**config.mk**
```make
export PLATFORM = sky130hd
export DESIGN_NAME = nfs_host
export DESIGN_NICKNAME = d
export VERILOG_FILES = /design/src/include/nfs_pkg.sv /design/src/hw/nfs_host.sv
export VERILOG_INCLUDE_DIRS = /design/src /design/src/include
export SDC_FILE = /design/constraint.sdc
export NUM_CORES = 1
export LEC_CHECK = 0
export ABC_AREA = 1
export BUFFER_PORTS_ARGS = -buffer_cell sky130_fd_sc_hd__buf_4
export CAP_MARGIN = 15
export CORE_MARGIN = 1
export CORE_UTILIZATION = 60
export CTS_BUF_LIST = sky130_fd_sc_hd__clkbuf_2
export DETAILED_ROUTE_END_ITERATION = 7
export HOLD_SLACK_MARGIN = 0.08
export PLACE_DENSITY = 0.82
export SLEW_MARGIN = 20
export SYNTH_ARGS = -nofsm -noshare
export SYNTH_HDL_FRONTEND = slang
export SYNTH_SLANG_ARGS = --single-unit
```
**constraint.sdc**
```tcl
create_clock -name sys_clk_i -period 2.9 [get_ports sys_clk_i]
set_input_delay 0.29 -clock sys_clk_i [delete_from_list [all_inputs] [get_ports sys_clk_i]]
set_output_delay 0.29 -clock sys_clk_i [all_outputs]
set_load 0.01 [all_outputs]
```
**src/include/nfs_map.svh**
```systemverilog
// register offsets, field positions, command codes and timing counts of the feature host
`ifndef NFS_MAP_SVH
`define NFS_MAP_SVH
// ****************************************************************
// register map
// ****************************************************************
`define NFS_REG_CTRL      4'h0
`define NFS_REG_ADDR      4'h1
`define NFS_REG_WDATA     4'h2
`define NFS_REG_RDATA     4'h3
`define NFS_REG_STATUS    4'h4
`define NFS_CTRL_SET_BIT  0
`define NFS_CTRL_GET_BIT  1
`define NFS_CTRL_POLL_BIT 2
`define NFS_CTRL_CLR_BIT  3
`define NFS_ST_BUSY_BIT   0
`define NFS_ST_DONE_BIT   1
`define NFS_ST_RDY_BIT    2
`define NFS_ST_REF_BIT    3
`define NFS_RESP_OKAY     2'h0
`define NFS_RESP_SLVERR   2'h2
// ****************************************************************
// target commands and feature addresses
// ****************************************************************
`define NFS_CMD_SET       8'hef
`define NFS_CMD_GET       8'hee
`define NFS_CMD_STATUS    8'h70
`define NFS_CMD_READMODE  8'h00
`define NFS_FA_TIMING     8'h01
`define NFS_FA_DRIVE      8'h80
`define NFS_FA_RBPULL     8'h81
`define NFS_FA_ARRAY      8'h90
`define NFS_MASK_TIMING   32'h0000_0007
`define NFS_MASK_2BIT     32'h0000_0003
`define NFS_MASK_ARRAY    32'h0000_0008
`define NFS_SR_RDY_BIT    6
// ****************************************************************
// timing, 40 MHz clock
// ****************************************************************
`define NFS_CLK_NS        25
`define NFS_ADL_NS        70
`define NFS_WB_NS         100
`define NFS_ADL_CYC       ((`NFS_ADL_NS + `NFS_CLK_NS - 1) / `NFS_CLK_NS)
`define NFS_WB_CYC        ((`NFS_WB_NS + `NFS_CLK_NS - 1) / `NFS_CLK_NS)
`define NFS_WE_LO         2
`define NFS_WR_TOT        4
`define NFS_RE_LO         8
`define NFS_RD_SMP        7
`define NFS_RD_TOT        12
`endif

```
**src/include/nfs_pkg.sv**
```systemverilog
// types of the feature host
package nfs_pkg;
    typedef enum logic [3:0] {
        NFS_IDLE     = 4'h0,
        NFS_CMD      = 4'h1,
        NFS_ADDR     = 4'h3,
        NFS_ADL      = 4'h2,
        NFS_DATA_W   = 4'h6,
        NFS_WAIT_WB  = 4'h7,
        NFS_WAIT_RB  = 4'h5,
        NFS_POLL_CMD = 4'h4,
        NFS_POLL_RD  = 4'hc,
        NFS_MODE_CMD = 4'hd,
        NFS_DATA_R   = 4'hf,
        NFS_DONE     = 4'he
    } nfs_state_t;
endpackage : nfs_pkg

```
**src/hw/nfs_host.sv**
```systemverilog
// host controller issuing set-features and get-features to an asynchronous flash target
//
// The address map and the AXI4-Lite register port were left to the implementer.
`timescale 1ns/10ps
`include "nfs_map.svh"

//Behaviour
//- Set and get features only while every die on the target is idle.
//- Host sends one feature address cycle, waits address-to-data delay, then parameters.
//- After polling with read-status, host issues read-mode before reading parameters.
//- After busy ends, host enables output and target returns bytes in order.
module nfs_host (
    input  wire logic        sys_clk_i,
    input  wire logic        sys_rst_i,
    input  wire logic [4:0]  s_axi_awaddr_i,
    input  wire logic        s_axi_awvalid_i,
    output logic             s_axi_awready_o,
    input  wire logic [31:0] s_axi_wdata_i,
    input  wire logic [3:0]  s_axi_wstrb_i,
    input  wire logic        s_axi_wvalid_i,
    output logic             s_axi_wready_o,
    output logic [1:0]       s_axi_bresp_o,
    output logic             s_axi_bvalid_o,
    input  wire logic        s_axi_bready_i,
    input  wire logic [4:0]  s_axi_araddr_i,
    input  wire logic        s_axi_arvalid_i,
    output logic             s_axi_arready_o,
    output logic [31:0]      s_axi_rdata_o,
    output logic [1:0]       s_axi_rresp_o,
    output logic             s_axi_rvalid_o,
    input  wire logic        s_axi_rready_i,
    output logic             nand_ce_n_o,
    output logic             nand_cle_o,
    output logic             nand_ale_o,
    output logic             nand_we_n_o,
    output logic             nand_re_n_o,
    output logic [7:0]       nand_io_o,
    output logic             nand_io_oe_o,
    input  wire logic [7:0]  nand_io_i,
    input  wire logic        nand_rb_n_i
);
    // ****************************************************************
    // helpers
    // ****************************************************************
    function automatic logic [31:0] param_mask(input logic [7:0] fa);
        case (fa)
            `NFS_FA_TIMING:               param_mask = `NFS_MASK_TIMING;
            `NFS_FA_DRIVE, `NFS_FA_RBPULL: param_mask = `NFS_MASK_2BIT;
            `NFS_FA_ARRAY:                param_mask = `NFS_MASK_ARRAY;
            default:                      param_mask = 32'hffff_ffff;
        endcase
    endfunction : param_mask

    // ****************************************************************
    // pin synchronisers
    // ****************************************************************
    logic [2:0] rb_sync;
    logic       rb_ready;
    logic [7:0] io_s1, io_s2, io_s3, io_q;
    always_ff @(posedge sys_clk_i) begin
        rb_sync <= {rb_sync[1:0], nand_rb_n_i};
        io_s1   <= nand_io_i;
        io_s2   <= io_s1;
        io_s3   <= io_s2;
        if (sys_rst_i) begin
            rb_ready <= 1'b0;
            io_q     <= 8'h00;
        end else begin
            if (rb_sync[1] == rb_sync[2])
                rb_ready <= rb_sync[2];
            if (io_s2 == io_s3)
                io_q <= io_s3;
        end
    end

    // ****************************************************************
    // register file and AXI4-Lite slave
    // ****************************************************************
    nfs_pkg::nfs_state_t state, next_state;
    logic [7:0]  feat_addr;
    logic [31:0] wparams, rparams;
    logic [7:0]  last_status;
    logic        done, refused, use_poll, is_get;
    logic [4:0]  aw_q;
    logic [31:0] w_q;
    logic        aw_held, w_held, ws_q;
    logic [31:0] rd_mux;

    wire        aw_take  = s_axi_awvalid_i & s_axi_awready_o;
    wire        w_take   = s_axi_wvalid_i & s_axi_wready_o;
    wire        wr_fire  = aw_held & w_held & ~s_axi_bvalid_o;
    wire [3:0]  wr_idx   = {1'b0, aw_q[4:2]};
    wire        wr_map   = wr_idx <= `NFS_REG_WDATA;
    wire        ctrl_wr  = wr_fire & (wr_idx == `NFS_REG_CTRL);
    wire        set_req  = ctrl_wr & w_q[`NFS_CTRL_SET_BIT];
    wire        get_req  = ctrl_wr & w_q[`NFS_CTRL_GET_BIT];
    wire        clr_req  = ctrl_wr & w_q[`NFS_CTRL_CLR_BIT];
    wire        can_go   = (state == nfs_pkg::NFS_IDLE) & rb_ready;
    wire        start    = (set_req | get_req) & can_go;
    wire [3:0]  rd_idx   = {1'b0, s_axi_araddr_i[4:2]};
    wire        rd_map   = rd_idx <= `NFS_REG_STATUS;
    wire [31:0] status_w = {16'h0000, last_status, 4'h0, refused,
                            rb_ready, done, state != nfs_pkg::NFS_IDLE};

    assign s_axi_awready_o = ~aw_held;
    assign s_axi_wready_o  = ~w_held;
    assign s_axi_arready_o = ~s_axi_rvalid_o;
    assign rd_mux = (rd_idx == `NFS_REG_CTRL)  ? {31'h0, use_poll} :
                    (rd_idx == `NFS_REG_ADDR)  ? {24'h0, feat_addr} :
                    (rd_idx == `NFS_REG_WDATA) ? wparams :
                    (rd_idx == `NFS_REG_RDATA) ? rparams :
                    (rd_idx == `NFS_REG_STATUS) ? status_w : 32'h0000_0000;

    always_ff @(posedge sys_clk_i) begin
        if (sys_rst_i) begin
            aw_held        <= 1'b0;
            w_held         <= 1'b0;
            aw_q           <= 5'h00;
            w_q            <= 32'h0000_0000;
            ws_q           <= 1'b0;
            s_axi_bvalid_o <= 1'b0;
            s_axi_bresp_o  <= `NFS_RESP_OKAY;
        end else begin
            if (aw_take) begin
                aw_held <= 1'b1;
                aw_q    <= s_axi_awaddr_i;
            end
            if (w_take) begin
                w_held <= 1'b1;
                w_q    <= s_axi_wdata_i;
                ws_q   <= s_axi_wstrb_i[0];
            end
            if (wr_fire) begin
                aw_held        <= 1'b0;
                w_held         <= 1'b0;
                s_axi_bvalid_o <= 1'b1;
                s_axi_bresp_o  <= wr_map ? `NFS_RESP_OKAY : `NFS_RESP_SLVERR;
            end else if (s_axi_bready_i)
                s_axi_bvalid_o <= 1'b0;
        end
    end

    always_ff @(posedge sys_clk_i) begin
        if (sys_rst_i) begin
            s_axi_rvalid_o <= 1'b0;
            s_axi_rdata_o  <= 32'h0000_0000;
            s_axi_rresp_o  <= `NFS_RESP_OKAY;
        end else if (s_axi_arvalid_i & s_axi_arready_o) begin
            s_axi_rvalid_o <= 1'b1;
            s_axi_rdata_o  <= rd_mux;
            s_axi_rresp_o  <= rd_map ? `NFS_RESP_OKAY : `NFS_RESP_SLVERR;
        end else if (s_axi_rready_i)
            s_axi_rvalid_o <= 1'b0;
    end

    // ****************************************************************
    // command sequencer
    // ****************************************************************
    logic [7:0] cnt;
    logic [1:0] bidx;
    wire        wr_state = (state == nfs_pkg::NFS_CMD) | (state == nfs_pkg::NFS_ADDR) |
                           (state == nfs_pkg::NFS_DATA_W) | (state == nfs_pkg::NFS_POLL_CMD) |
                           (state == nfs_pkg::NFS_MODE_CMD);
    wire        rd_state = (state == nfs_pkg::NFS_POLL_RD) | (state == nfs_pkg::NFS_DATA_R);
    wire        wr_end   = wr_state & (cnt == 8'(`NFS_WR_TOT - 1));
    wire        rd_end   = rd_state & (cnt == 8'(`NFS_RD_TOT - 1));
    wire        rd_smp   = rd_state & (cnt == 8'(`NFS_RD_SMP));
    wire        adl_end  = cnt == 8'(`NFS_ADL_CYC - 1);
    wire        wb_end   = cnt == 8'(`NFS_WB_CYC - 1);
    wire [7:0]  wbyte    = wparams[8*bidx +: 8];
    wire [7:0]  cmd_byte = (state == nfs_pkg::NFS_POLL_CMD) ? `NFS_CMD_STATUS :
                           (state == nfs_pkg::NFS_MODE_CMD) ? `NFS_CMD_READMODE :
                           is_get ? `NFS_CMD_GET : `NFS_CMD_SET;
    wire [7:0]  next_io  = (state == nfs_pkg::NFS_ADDR)   ? feat_addr :
                           (state == nfs_pkg::NFS_DATA_W) ? wbyte : cmd_byte;
    wire        stat_rdy = io_q[`NFS_SR_RDY_BIT];

    always_comb begin
        next_state = state;
        case (state)
            nfs_pkg::NFS_IDLE:     if (start) next_state = nfs_pkg::NFS_CMD;
            nfs_pkg::NFS_CMD:      if (wr_end) next_state = nfs_pkg::NFS_ADDR;
            nfs_pkg::NFS_ADDR:     if (wr_end) next_state = is_get ? nfs_pkg::NFS_WAIT_WB
                                                                   : nfs_pkg::NFS_ADL;
            nfs_pkg::NFS_ADL:      if (adl_end) next_state = nfs_pkg::NFS_DATA_W;
            nfs_pkg::NFS_DATA_W:   if (wr_end && bidx == 2'd3) next_state = nfs_pkg::NFS_WAIT_WB;
            nfs_pkg::NFS_WAIT_WB:  if (wb_end) next_state = use_poll ? nfs_pkg::NFS_POLL_CMD
                                                                     : nfs_pkg::NFS_WAIT_RB;
            nfs_pkg::NFS_WAIT_RB:  if (rb_ready) next_state = is_get ? nfs_pkg::NFS_DATA_R
                                                                     : nfs_pkg::NFS_DONE;
            nfs_pkg::NFS_POLL_CMD: if (wr_end) next_state = nfs_pkg::NFS_POLL_RD;
            nfs_pkg::NFS_POLL_RD:  if (rd_end && stat_rdy)
                                       next_state = is_get ? nfs_pkg::NFS_MODE_CMD
                                                           : nfs_pkg::NFS_DONE;
            nfs_pkg::NFS_MODE_CMD: if (wr_end) next_state = nfs_pkg::NFS_DATA_R;
            nfs_pkg::NFS_DATA_R:   if (rd_end && bidx == 2'd3) next_state = nfs_pkg::NFS_DONE;
            nfs_pkg::NFS_DONE:     next_state = nfs_pkg::NFS_IDLE;
            default:               next_state = nfs_pkg::NFS_IDLE;
        endcase
    end

    always_ff @(posedge sys_clk_i) begin
        if (sys_rst_i) begin
            state <= nfs_pkg::NFS_IDLE;
            cnt   <= 8'h00;
            bidx  <= 2'd0;
        end else begin
            state <= next_state;
            cnt   <= (next_state != state || rd_end || wr_end) ? 8'h00 : cnt + 8'h01;
            if (state == nfs_pkg::NFS_IDLE)
                bidx <= 2'd0;
            else if ((state == nfs_pkg::NFS_DATA_W && wr_end) ||
                     (state == nfs_pkg::NFS_DATA_R && rd_end))
                bidx <= bidx + 2'd1;
        end
    end

    always_ff @(posedge sys_clk_i) begin
        if (sys_rst_i) begin
            feat_addr   <= 8'h00;
            wparams     <= 32'h0000_0000;
            rparams     <= 32'h0000_0000;
            last_status <= 8'h00;
            use_poll    <= 1'b0;
            is_get      <= 1'b0;
            done        <= 1'b0;
            refused     <= 1'b0;
        end else begin
            if (wr_fire && wr_idx == `NFS_REG_ADDR && ws_q)
                feat_addr <= w_q[7:0];
            if (wr_fire && wr_idx == `NFS_REG_WDATA && state == nfs_pkg::NFS_IDLE)
                wparams <= w_q;
            if (ctrl_wr && state == nfs_pkg::NFS_IDLE)
                use_poll <= w_q[`NFS_CTRL_POLL_BIT];
            if (start) begin
                is_get  <= get_req;
                wparams <= wparams & param_mask(feat_addr);
            end
            if (rd_smp && state == nfs_pkg::NFS_POLL_RD)
                last_status <= io_q;
            if (rd_smp && state == nfs_pkg::NFS_DATA_R)
                rparams[8*bidx +: 8] <= io_q;
            if (state == nfs_pkg::NFS_DONE)
                done <= 1'b1;
            else if (clr_req || start)
                done <= 1'b0;
            if ((set_req | get_req) & ~can_go)
                refused <= 1'b1;
            else if (clr_req)
                refused <= 1'b0;
        end
    end

    // ****************************************************************
    // pin drivers
    // ****************************************************************
    wire next_cle = (state == nfs_pkg::NFS_CMD) | (state == nfs_pkg::NFS_POLL_CMD) |
                    (state == nfs_pkg::NFS_MODE_CMD);
    wire next_we  = wr_state & (cnt < 8'(`NFS_WE_LO));
    wire next_re  = rd_state & (cnt < 8'(`NFS_RE_LO));
    always_ff @(posedge sys_clk_i) begin
        if (sys_rst_i) begin
            nand_ce_n_o  <= 1'b1;
            nand_cle_o   <= 1'b0;
            nand_ale_o   <= 1'b0;
            nand_we_n_o  <= 1'b1;
            nand_re_n_o  <= 1'b1;
            nand_io_o    <= 8'h00;
            nand_io_oe_o <= 1'b0;
        end else begin
            nand_ce_n_o  <= state == nfs_pkg::NFS_IDLE;
            nand_cle_o   <= next_cle;
            nand_ale_o   <= state == nfs_pkg::NFS_ADDR;
            nand_we_n_o  <= ~next_we;
            nand_re_n_o  <= ~next_re;
            nand_io_o    <= wr_state ? next_io : 8'h00;
            nand_io_oe_o <= wr_state;
        end
    end
endmodule : nfs_host

```
==> report_table.html <==
<table>
<tr><th>Metric</th><th>Value</th></tr>
<tr><th colspan="2">CTS</th></tr>
<tr><td>Number of buffers on the longest clock path</td><td>3</td></tr>
<tr><td>Clock Root Buffer</td><td>clkbuf_2</td></tr>
<tr><td>Inserted Clock Buffers</td><td>52</td></tr>
<tr><td>Clk slew on worst S/H paths</td><td>about 0.11 ns</td></tr>
<tr><td>H-tree levels</td><td>2</td></tr>
<tr><td>Clock Latency Late Sink</td><td>0.84 ns</td></tr>
<tr><td>Count of hold buffers inserted by post-cts repair</td><td>between 70 and 80</td></tr>
<tr><td>Post-CTS setup repair buffer count</td><td>0</td></tr>
<tr><td>Cts repair resizes</td><td>0</td></tr>
<tr><td>Sinks on Clock Net</td><td>222</td></tr>
<tr><td>CTS tree</td><td>done</td></tr>
<tr><th colspan="2">Synthesis</th></tr>
<tr><td>Share of the yosys chip area belonging to registers</td><td>roughly 50%</td></tr>
<tr><td>Distinct cell type count of the synthesized netlist</td><td>46</td></tr>
<tr><td>Number of synthesized register bits</td><td>222</td></tr>
<tr><td>Count of warnings emitted by yosys</td><td>0</td></tr>
<tr><td>Mean post-synth cell area</td><td>~7.6 um^2</td></tr>
<tr><td>Share of flip-flops with an asynchronous set or reset</td><td>0%</td></tr>
<tr><td>Number of standard cells after synthesis</td><td>1199</td></tr>
<tr><td>Number of enable-type register cells in the synthesized netlist</td><td>0</td></tr>
<tr><td>Synthesized area</td><td>9140 um^2</td></tr>
<tr><td>Most instantiated flip-flop cell in the synthesis netlist</td><td>dfxtp_1</td></tr>
<tr><th colspan="2">Critical path</th></tr>
<tr><td>Critical path buffers and inverters</td><td>6</td></tr>
<tr><td>CP delay by family, top</td><td>buffers and inverters</td></tr>
<tr><td>Type of the worst setup path</td><td>input port to flip-flop</td></tr>
<tr><td>CP peak stage delay</td><td>0.57 ns</td></tr>
<tr><td>Critical Path Fanout Max</td><td>39</td></tr>
<tr><td>Critical path arrival</td><td>3.16 ns</td></tr>
<tr><td>Worst EP required</td><td>approximately 3.6 ns</td></tr>
<tr><td>Logic depth of the worst register-to-register path</td><td>6</td></tr>
<tr><td>Critical Path Stages</td><td>8</td></tr>
<tr><td>Cell Chain, Critical Path</td><td>dlygate4sd3_1, buf_4, inv_2, buf_4, o21ai_0, dlygate4sd3_1, a21oi_1, dlygate4sd3_1</td></tr>
<tr><td>CP max-delay cell</td><td>dlygate4sd3_1</td></tr>
<tr><td>Crit path top cell by count</td><td>dlygate4sd3_1</td></tr>
<tr><td>Critical Path Sink Type</td><td>flip-flop</td></tr>
<tr><td>Type of element launching the critical path</td><td>input port</td></tr>
<tr><th colspan="2">Global route</th></tr>
<tr><td>Leftover overflow at the end of global routing</td><td>0</td></tr>
<tr><td>Number of global-route vias before repair</td><td>8644</td></tr>
<tr><td>GR Layer Usage met3</td><td>between 5 and 6%</td></tr>
<tr><td>Global-route wire length before repair</td><td>43.5 mm</td></tr>
<tr><td>Antenna violations before repair</td><td>2</td></tr>
<tr><td>Routing layer with the top usage in global route</td><td>met2</td></tr>
<tr><td>Largest net degree at the start of global routing</td><td>77</td></tr>
<tr><td>GR Util met2</td><td>between 50% and 60%</td></tr>
<tr><td>Met1 Track Usage GR</td><td>44.6%</td></tr>
<tr><td>Tot GR Track Use</td><td>a little over a third</td></tr>
<tr><th colspan="2">Die</th></tr>
<tr><td>Width of the die</td><td>roughly 130 um</td></tr>
<tr><td>Number of cell rows</td><td>between 40 and 50</td></tr>
<tr><td>Core outline area</td><td>14700 um^2</td></tr>
<tr><td>Overall die height</td><td>125 um</td></tr>
<tr><td>Starting density of the core</td><td>roughly 62%</td></tr>
<tr><td>Top-level port count</td><td>between 100 and 150</td></tr>
<tr><td>Area of the die</td><td>around 16000 um^2</td></tr>
<tr><th colspan="2">Final layout</th></tr>
<tr><td>Number of filler instances in the final layout</td><td>approximately 1.1k</td></tr>
<tr><td>Layout net count</td><td>roughly 1.5k</td></tr>
<tr><td>Commonest non-fill, non-tap cells in the layout</td><td>dfxtp_1 (222), nand2_1 (196), a21oi_1 (152), o21ai_0 (143), nor2_1 (127)</td></tr>
<tr><td>Synth-to-layout area growth</td><td>22.4%</td></tr>
<tr><td>Share of layout cells above drive strength 1</td><td>roughly 17%</td></tr>
<tr><td>Commonest non-fill, non-tap cell in the layout</td><td>dfxtp_1</td></tr>
<tr><th colspan="2">Place</th></tr>
<tr><td>Final HPWL from detailed placement</td><td>16.8 mm</td></tr>
<tr><td>Pre-CTS setup slack</td><td>0.786 ns</td></tr>
<tr><td>Total of buffers placed on input and output ports</td><td>between 100 and 150</td></tr>
<tr><td>Weighted congestion at the end of routability-driven global placement</td><td>between 0.9 and 1</td></tr>
<tr><th colspan="2">Routing</th></tr>
<tr><td>Via Count</td><td>~9.1k</td></tr>
<tr><td>DRC Markers</td><td>8</td></tr>
<tr><td>Routed length per instance</td><td>16.9 um</td></tr>
<tr><td>Initial DRC count</td><td>approximately 1000</td></tr>
<tr><td>Total iterations of the first detailed-routing run</td><td>8</td></tr>
<tr><td>DRT Wirelength</td><td>roughly 27 mm</td></tr>
<tr><td>Number of vias per cell</td><td>5.67</td></tr>
<tr><td>ANT nets after route</td><td>0</td></tr>
<tr><th colspan="2">Pwr</th></tr>
<tr><td>Cell Pwr Density</td><td>slightly above 500 nW/um^2</td></tr>
<tr><td>Max IR drop VDD</td><td>0.365 mV</td></tr>
<tr><td>Leakage power figure</td><td>4.57 nW</td></tr>
<tr><td>Design Power</td><td>5.63 mW</td></tr>
<tr><th colspan="2">STA</th></tr>
<tr><td>Endpoints failing hold</td><td>0</td></tr>
<tr><td>Share of the cycle needed by the critical path after routing</td><td>between 80 and 90%</td></tr>
<tr><td>Pins Over Slew Limit</td><td>0</td></tr>
<tr><td>Relative slew slack</td><td>37.0%</td></tr>
<tr><td>Achievable clock frequency</td><td>just over 400 MHz</td></tr>
<tr><td>Final setup skew</td><td>about 0.076 ns</td></tr>
<tr><td>Minimum setup slack in the final design</td><td>roughly 0.47 ns</td></tr>
<tr><td>RSZ-0062 raised after global routing</td><td>no</td></tr>
<tr><td>Total setup violations reported at the end of the flow</td><td>0</td></tr>
<tr><td>Pin slew with the least headroom to its limit</td><td>~0.94 ns</td></tr>
<tr><td>Final TNS setup</td><td>0 ns</td></tr>
<tr><td>Min Clock Period, post-route</td><td>between 2 and 2.5 ns</td></tr>
<tr><th colspan="2">Hold path</th></tr>
<tr><td>Worst hold path stage count</td><td>2</td></tr>
<tr><td>Class of the worst hold path</td><td>input port to flip-flop</td></tr>
<tr><th colspan="2">Status</th></tr>
<tr><td>Violated checks</td><td>design-rule violations</td></tr>
<tr><td>Status</td><td>finished, violations left</td></tr>
<tr><th colspan="2">Job</th></tr>
<tr><td>Number of max-cap violations</td><td>0</td></tr>
</table>
## state kept, by name, indices dropped and copies added, names as in the netlist, 32 cells and up
name / flops
rparams: 32
wparams: 32
s_axi_rdata_o: 32
w_q: 32
## per-layer routing
metal  share of wire, %  vias to the layer above
li1                   -                     4373
met3                8.1                       87
met1                 41                     4204
met4                4.1                        0
met2                 47                      450
met5                  0                        -
## cell families after synthesis
logic type | synth area share [%]
flip-flops | 48.7
adder cells (fa/ha/maj) | 1.10
AO/OA/AOI/OAI | 19.5
XOR/XNOR | 1.05
other | 0.0411
buffers and inverters | 7.81
AND/OR/NAND/NOR | 21.8
## cell usage after synthesis (3+ instances only)
cell        n  share of area [%]
dfxtp_1   222                 49
nand4_1     6               0.41
nand3_2     3               0.33
o211ai_1    5               0.41
xor2_1      9               0.86
nand2_2     4               0.27
o21ai_0   143                7.8
o221ai_1    7               0.67
a31oi_1     5               0.34
o22ai_1     3               0.21
nor3_2     10                1.1
nor2_2      6               0.41
a211oi_1    7               0.58
nor2_1    127                5.2
nor3_1     13               0.71
clkbuf_1   48                2.0
nand2_1   196                8.1
buf_2       9               0.49
clkinv_1    6               0.25
inv_2       4               0.16
ha_1        8                1.1
a21oi_1   152                8.3
nand3b_1    3               0.25
a221oi_1    4               0.38
buf_4       3               0.25
inv_1     106                4.4
nand3_1    63                3.5
## worst paths after layout
kind	startpoint	to	slack [ns]
worst max register to register	w_held	w_q[31]	0.68
worst min-delay path	nand_rb_n_i	rb_sync[0]	0.16
worst min register to register	io_s1[1]	io_s2[1]	0.31
worst max-delay path	sys_rst_i	aw_q[3]	0.47
## metrics by stage
| stage | hold WS, ns | util (%) | area, um^2 | instances |
|---|---|---|---|---|
| finish | 0.160 | 76.1 | 11200 | 1608 |
| global route | 0.133 | 76.1 | 11200 | 1608 |
| CTS | 0.0893 | 76.0 | 11200 | 1606 |
| detailed placement | 0.312 | 68.0 | 10000 | 1441 |
| global placement | 0.311 | 68.0 | 10000 | 1441 |
| floorplan | 0.310 | - | 9140 | 1200 |
## final cells by class
class | count | area, um^2 | area share [%]
Clock inverter | 16 | 66.3 | 0.593
Clock buffer | 76 | 380 | 3.40
Antenna cell | 2 | 5.00 | 0.0448
Sequential cell | 222 | 4440 | 39.7
Timing Repair Buffer | 194 | 1640 | 14.7
Tap cell | 184 | 230 | 2.06
Multi-Input combinational cell | 798 | 3980 | 35.6
Inverter | 116 | 435 | 3.89
## report_power, final
part	internal, mW	leakage (nW)	total, mW	switching (mW)
clock network	0.703	0.351	1.92	1.22
logic	0.222	2.41	0.515	0.293
registers	3.14	1.81	3.20	0.0618
total	4.06	4.57	5.63	1.57
No activity file was read; power rests on OpenSTA's default activity.
